[src/logic/asp_pkg.sv]
// constants and types for the static memory host controller
package asp_pkg;
    localparam int ASP_ADDR_W = 20;
    localparam int ASP_DATA_W = 16;
    localparam int ASP_CLK_NS = 100;
    // write window minimums, gate high and gate low, both grades
    localparam int ASP_WIN_FAST_NS = 7;
    localparam int ASP_WIN_SLOW_NS = 12;
    localparam int ASP_WIN_GLOW_FAST_NS = 10;
    localparam int ASP_WIN_GLOW_SLOW_NS = 15;
    // setup of address, lanes, select and data to end of write
    localparam int ASP_SETUP_SLOW_NS = 12;
    localparam int ASP_DATA_SLOW_NS = 8;
    // read access and cycle time, slow grade
    localparam int ASP_ACCESS_SLOW_NS = 15;
    localparam int ASP_CYCLE_SLOW_NS = 15;
    // least times round up to whole cycles, never below one
    function automatic int asp_cyc(input int ns);
        int c;
        c = (ns + ASP_CLK_NS - 1) / ASP_CLK_NS;
        return (c < 1) ? 1 : c;
    endfunction
    localparam int ASP_WIN_CYC = asp_cyc(ASP_WIN_GLOW_SLOW_NS);
    localparam int ASP_ACC_CYC = asp_cyc(ASP_ACCESS_SLOW_NS);
    localparam int ASP_REC_CYC = asp_cyc(ASP_CYCLE_SLOW_NS);
    localparam logic [3:0] ASP_WIN_CNT = 4'(ASP_WIN_CYC);
    localparam logic [3:0] ASP_ACC_CNT = 4'(ASP_ACC_CYC);
    localparam logic [3:0] ASP_REC_CNT = 4'(ASP_REC_CYC);
    localparam logic [ASP_ADDR_W-1:0] ASP_ADDR_RST = 20'h00000;
    localparam logic [ASP_DATA_W-1:0] ASP_DATA_RST = 16'h0000;
    typedef enum logic [2:0] {ASP_IDLE, ASP_SETUP, ASP_WRITE, ASP_HOLD, ASP_READ,
        ASP_RECOVER} asp_state_e;
endpackage

[src/logic/asp_ctrl.sv]
// host controller for an asynchronous static memory with common data pins
`timescale 1ns/100ps
module asp_ctrl
(
    input wire logic ref_clk_i,
    input wire logic srst_i,
    input wire logic wide_i,
    input wire logic req_i,
    input wire logic we_i,
    input wire logic [1:0] be_i,
    input wire logic [asp_pkg::ASP_ADDR_W-1:0] addr_i,
    input wire logic [asp_pkg::ASP_DATA_W-1:0] wdata_i,
    output logic ready_o,
    output logic rvalid_o,
    output logic [asp_pkg::ASP_DATA_W-1:0] rdata_o,
    output logic [asp_pkg::ASP_ADDR_W-1:0] word_addr_o,
    output logic chip_sel_n_o,
    output logic write_n_o,
    output logic out_gate_n_o,
    output logic low_lane_sel_n_o,
    output logic high_lane_sel_n_o,
    input wire logic [asp_pkg::ASP_DATA_W-1:0] shared_data_pins_i,
    output logic [asp_pkg::ASP_DATA_W-1:0] shared_data_pins_o,
    output logic shared_data_pins_oe_o
);
    import asp_pkg::*;
    asp_state_e state;
    logic [3:0] cnt;
    logic [1:0] be;
    logic wide;
    logic is_write;
    logic capture;
    logic [1:0] lane_n;
    logic [ASP_DATA_W-1:0] cap_data;
    logic cap_done;

    // lane encoding and read capture
    asp_lane_mux u_lanes
    (
        .ref_clk_i(ref_clk_i),
        .wide_i(wide),
        .be_i(be),
        .capture_i(capture),
        .pins_i(shared_data_pins_i),
        .lane_n_o(lane_n),
        .rdata_o(cap_data)
    );
    assign capture = (state == ASP_READ) && (cnt == 4'h1);

    // sequencer: setup, strobe window, hold, recovery
    always_ff @(posedge ref_clk_i)
    begin
        if (srst_i)
        begin
            state <= ASP_IDLE;
            cnt <= 4'h0;
            be <= 2'h0;
            wide <= 1'b0;
            is_write <= 1'b0;
        end
        else
        begin
            case (state)
                ASP_IDLE:
                begin
                    if (req_i)
                    begin
                        be <= be_i;
                        wide <= wide_i;
                        is_write <= we_i;
                        state <= ASP_SETUP;
                    end
                end
                ASP_SETUP:
                begin
                    cnt <= is_write ? ASP_WIN_CNT : ASP_ACC_CNT;
                    state <= is_write ? ASP_WRITE : ASP_READ;
                end
                ASP_WRITE:
                begin
                    cnt <= cnt - 4'h1;
                    if (cnt == 4'h1)
                        state <= ASP_HOLD;
                end
                ASP_HOLD:
                begin
                    cnt <= ASP_REC_CNT;
                    state <= ASP_RECOVER;
                end
                ASP_READ:
                begin
                    cnt <= cnt - 4'h1;
                    if (cnt == 4'h1)
                    begin
                        cnt <= ASP_REC_CNT;
                        state <= ASP_RECOVER;
                    end
                end
                ASP_RECOVER:
                begin
                    cnt <= cnt - 4'h1;
                    if (cnt == 4'h1)
                        state <= ASP_IDLE;
                end
                default: state <= ASP_IDLE;
            endcase
        end
    end

    // address and write data latched at acceptance, held past end of write
    always_ff @(posedge ref_clk_i)
    begin
        if (srst_i)
        begin
            word_addr_o <= ASP_ADDR_RST;
            shared_data_pins_o <= ASP_DATA_RST;
        end
        else if (state == ASP_IDLE && req_i)
        begin
            word_addr_o <= addr_i;
            shared_data_pins_o <= wdata_i;
        end
    end

    // memory control strobes, all registered
    always_ff @(posedge ref_clk_i)
    begin
        if (srst_i)
        begin
            chip_sel_n_o <= 1'b1;
            write_n_o <= 1'b1;
            out_gate_n_o <= 1'b1;
            low_lane_sel_n_o <= 1'b1;
            high_lane_sel_n_o <= 1'b1;
            shared_data_pins_oe_o <= 1'b0;
        end
        else
        begin
            // select and lanes asserted from setup, on the same edge as the strobe
            chip_sel_n_o <= !(state == ASP_SETUP || state == ASP_WRITE ||
                state == ASP_READ);
            low_lane_sel_n_o <= (state == ASP_SETUP || state == ASP_WRITE ||
                state == ASP_READ) ? lane_n[0] : 1'b1;
            high_lane_sel_n_o <= (state == ASP_SETUP || state == ASP_WRITE ||
                state == ASP_READ) ? lane_n[1] : 1'b1;
            write_n_o <= !(state == ASP_SETUP && is_write) &&
                !(state == ASP_WRITE && cnt != 4'h1);
            out_gate_n_o <= !((state == ASP_SETUP && !is_write) ||
                (state == ASP_READ && cnt != 4'h1));
            // drive data only on writes; released before any read gate
            shared_data_pins_oe_o <= (state == ASP_SETUP && is_write) ||
                state == ASP_WRITE;
        end
    end

    // handshake back to the user; the lane capture lands one edge before rdata
    always_ff @(posedge ref_clk_i)
    begin
        if (srst_i)
        begin
            ready_o <= 1'b0;
            rvalid_o <= 1'b0;
            rdata_o <= ASP_DATA_RST;
            cap_done <= 1'b0;
        end
        else
        begin
            ready_o <= (state == ASP_IDLE) && !req_i;
            cap_done <= capture; // captured word is settled from here
            rvalid_o <= cap_done;
            if (cap_done)
                rdata_o <= cap_data;
        end
    end
endmodule

[src/logic/asp_lane_mux.sv]
// lane selects and read data capture, per organisation
`timescale 1ns/100ps
module asp_lane_mux
(
    input wire logic ref_clk_i,
    input wire logic wide_i,
    input wire logic [1:0] be_i,
    input wire logic capture_i,
    input wire logic [asp_pkg::ASP_DATA_W-1:0] pins_i,
    output logic [1:0] lane_n_o,
    output logic [asp_pkg::ASP_DATA_W-1:0] rdata_o
);
    import asp_pkg::*;
    // narrow parts have no lane selects; both stay low
    always_comb
    begin
        lane_n_o = wide_i ? ~be_i : 2'h0;
    end
    // capture only enabled lanes, the others read zero
    always_ff @(posedge ref_clk_i)
    begin
        if (capture_i)
        begin
            rdata_o[7:0] <= be_i[0] ? pins_i[7:0] : 8'h00;
            rdata_o[15:8] <= (wide_i && be_i[1]) ? pins_i[15:8] : 8'h00;
        end
    end
endmodule

[config.mk]
export PLATFORM = sky130hd
export DESIGN_NAME = asp_ctrl
export DESIGN_NICKNAME = d
export VERILOG_FILES = /design/src/logic/asp_pkg.sv /design/src/logic/asp_ctrl.sv /design/src/logic/asp_lane_mux.sv
export SDC_FILE = /design/constraint.sdc
export NUM_CORES = 1
export LEC_CHECK = 0
export BUFFER_PORTS_ARGS = -buffer_cell sky130_fd_sc_hd__buf_2
export CAP_MARGIN = 40
export CORE_ASPECT_RATIO = 0.8
export CORE_MARGIN = 2
export CORE_UTILIZATION = 35
export DETAILED_ROUTE_END_ITERATION = 16
export HOLD_SLACK_MARGIN = 0.1
export PLACE_DENSITY = 0.7
export SYNTH_ARGS = -nofsm -noshare
export SYNTH_HDL_FRONTEND = slang
export SYNTH_HIERARCHICAL = 1
export SYNTH_SLANG_ARGS = --single-unit
[constraint.sdc]
create_clock -name ref_clk_i -period 2.7 [get_ports ref_clk_i]
set_clock_uncertainty 0.15 [all_clocks]
set_input_delay 0.135 -clock ref_clk_i [delete_from_list [all_inputs] [get_ports ref_clk_i]]
set_output_delay 0.135 -clock ref_clk_i [all_outputs]
set_load 0.05 [all_outputs]
==> impl_metrics.yaml <==
place:
  io_buffers: 118
  placed_cell_area_mm2: 0.003943
  dp_cells: 558
  dp_hpwl_mm: 5.272
  gp_congestion: 0.7760
worst_setup_path:
  critPathKind: "flip-flop to flip-flop"
  required_ns: 2.58
  setup.worst_path.start_class: "flip-flop"
  worstPathArrival_ns: 1.93
  cp-end-kind: "flip-flop"
  crit_fanout: 20
global_routing:
  grt_usage_pct: 16.51
  overflow: 0
  grt_antenna_before_repair: 0
  grt_max_degree: 41
  grt_pass1_vias: 2868
  grt_pass1_wl_mm: 13.48
drt:
  wirelength_met1_mm: 3.593
  drtIter0Drc: 156
  drcViolationCount: 0
  drtPass1Iterations: 4
  routed_via_density: 4.658
  met3_length_um: 524
  highest_layer: "met4"
  vias: 2939
  wl_per_cell_um: 13.21
  wl_mm: 8.335
  ant_nets: 0
  route.met2.wl_mm: 4.086
die:
  start_util_pct: 36.39
  core-area_mm2: 0.009115
  die-area_mm2: 0.01028
  rows: 31
  boundaryPins: 119
  die_width_um: 112.8
  die_h_um: 91.07
final_layout:
  layoutNonFillerInstCount: 631
  syn_to_final_growth_pct: 45.23
  final_area_mm2: 0.004817
  fillCellCount: 812
  nNetsFinal: 572
  drive_gt1_share_pct: 27.33
  diodes: 0
timing:
  fin_setup_tns_ns: 0
  grt_setup_unrepaired: "no"
  finalMaxSlewViolations: 0
  hold_violations: 0
  slew_headroom_pct: 54.14
  fin_crit_sh_pct: 75.79
  fmax_mhz: 488.6
  tightest_slew_ns: 0.6870
  fin_crit_ns: 2.046
  setup_viol: 0
flow_run:
  max-cap-violations: 0
synth:
  synth-seq-cells: 88
  synth_mux_area_share_pct: 5.168
  ys.warnings.count: 6
  synth-adder-area-share_pct: 0.7544
  netlist_instances: 345
  yosys.area_share.simple_pct: 20.63
  synth.net_count: 406
  synthesis.area_mm2: 0.003317
  synth_top_family_by_area: "simple AND/OR/NAND/NOR gates"
  syn_avg_cell_area_um2: 9.614
  synth_compound_area_share_pct: 9.959
  seq_area_frac_synth_pct: 57.94
  synth-xor-area-share_pct: 0.5281
  yosysUniqueCellTypes: 40
pwr:
  p_leak_uw: 0.002147
  power_density_mw_per_mm2: 717.9
  ir_worst_vdd_mv: 0.4100
clocking:
  htreeDepth: 3
  post_cts_buffers: 0
  cts-root-buf: "clkbuf_16"
  cts-buffers-inserted: 9
  clock_sinks: 88
  cts_max_path_buffers: 2
  clkTransAtPathRegs_ns: 0.06
  cts-resized-gates: 0
  insertion_delay_ns: 0.34
  cts_tree: "built"
status:
  status: "finished clean"
hold_path:
  hold_path_class: "input port to flip-flop"
==> worst max-delay path: stages (launching register included) <==
cell	delay (ns)
dfxtp_1	0.74
nor3b_1	0.39
nand2_1	0.14
inv_1	0.08
buf_4	0.23
==> sequential cells by signal (all words and copies together) (netlist names) <==
register	cells
ready_o	1
cnt	4
high_lane_sel_n_o	1
word_addr_o	20
shared_data_pins_oe_o	1
shared_data_pins_o	16
out_gate_n_o	1
chip_sel_n_o	1
state	3
low_lane_sel_n_o	1
write_n_o	1
rdata_o	16
rvalid_o	1
cap_done	1
is_write	1
u_lanes/rdata_o	16
be	2
wide	1
==> cells by family after synthesis <==
logic type | Yosys count
XOR/XNOR | 2
AO/OA/AOI/OAI | 59
AND/OR/NAND/NOR | 148
multiplexers | 17
flip-flops | 88
buffers and inverters | 29
adder cells (fa/ha/maj) | 2
==> metal layers <==
layer	vias to the layer above	GRT usage (%)
li1	1490	-
met1	1343	18.96
met2	91	28.64
met3	15	5.941
met4	0	5.183
met5	-	0
==> layout make-up <==
type                            count  area [µm²]  share of cell area [%]
Multi-Input combinational cell    228        1237                   25.69
Clock buffer                        9       225.2                   4.675
Clock inverter                      7       78.83                   1.636
Timing Repair Buffer              179        1191                   24.73
Inverter                            5       18.77                  0.3896
Tap cell                          115       143.9                   2.987
Sequential cell                    88        1922                   39.90
==> placed cells by master, fill, tap and decap left out, types with 2 or more instances in the layout <==
master / instances
nor2b_1: 5
clkinv_4: 2
xor2_1: 2
a211o_1: 2
buf_4: 4
nand3b_1: 2
a21oi_1: 43
nand2_1: 84
edfxtp_1: 16
a211oi_1: 2
clkbuf_16: 9
dlygate4sd3_1: 57
or3_1: 2
nand2b_1: 3
inv_1: 4
buf_2: 118
or2_1: 2
o21ai_1: 2
dfxtp_1: 72
and2_1: 8
ha_1: 2
mux2i_1: 16
o21ai_0: 3
nor2_1: 21
and3_1: 11
nor3_1: 4
==> synth_stat cells (all sizes together) <==
cell / count / area [µm²]
a2111oi: 1 / 8.760
a211o: 2 / 17.52
a211oi: 2 / 15.01
a21bo: 1 / 10.01
a21oi: 43 / 215.2
a31oi: 1 / 6.260
and2: 8 / 50.05
and3: 11 / 68.82
buf: 17 / 121.4
clkbuf: 7 / 26.28
dfxtp: 72 / 1441
edfxtp: 16 / 480.5
ha: 2 / 25.02
inv: 5 / 18.76
mux2: 1 / 11.26
mux2i: 16 / 160.2
nand2: 84 / 315.3
nand2b: 3 / 18.77
nand3: 1 / 5.000
nand3b: 2 / 15.01
nor2: 21 / 78.83
nor2b: 5 / 31.28
nor3: 4 / 20.02
nor3b: 2 / 20.02
nor4b: 1 / 15.01
o2111ai: 1 / 8.760
o211ai: 1 / 7.510
o21ai: 5 / 25.02
o311ai: 1 / 8.760
o31ai: 1 / 7.510
or2: 2 / 12.51
or3: 2 / 12.51
or4: 1 / 7.510
or4b: 1 / 13.76
xor2: 2 / 17.52
==> metrics by stage <==
| step | hold WS, ns | utilization (%) | worst slack [ns] | total power [µW] |
|---|---|---|---|---|
| global placement | 0.2075 | 43.25 | 0.7348 | 2164 |
| floorplan | 0.05658 | - | 0.8747 | 2031 |
| detailed placement | 0.2041 | 43.25 | 0.6659 | 2181 |
| CTS | 0.1623 | 52.85 | 0.6661 | 3503 |
| global route | 0.1840 | 52.85 | 0.4650 | 3627 |
| finish | 0.1698 | 52.85 | 0.6535 | 3458 |
==> power breakdown <==
part	total, µW	leakage [µW]	internal (µW)	switching, µW
combinational	705	0.00125	244	461
clock	1240	0.000146	726	513
sequential	1510	0.000751	1430	83.0
==> what timing repair did <==
item,in CTS,in global routing
hold buffers,57,0
hold endpoints to repair,57,0
endpoints found under the setup margin,0,0
==> final timing paths <==
check        slack (ns)            start                  end  cells past startpoint
min reg2reg        0.30  word_addr_o[15]      word_addr_o[15]                      2
max reg2reg        0.65         state[2]  u_lanes/rdata_o[10]                      4
min                0.17           srst_i          rdata_o[12]                      2
max                0.65         state[2]  u_lanes/rdata_o[10]                      4
No activity file was read; power rests on OpenSTA's default activity.
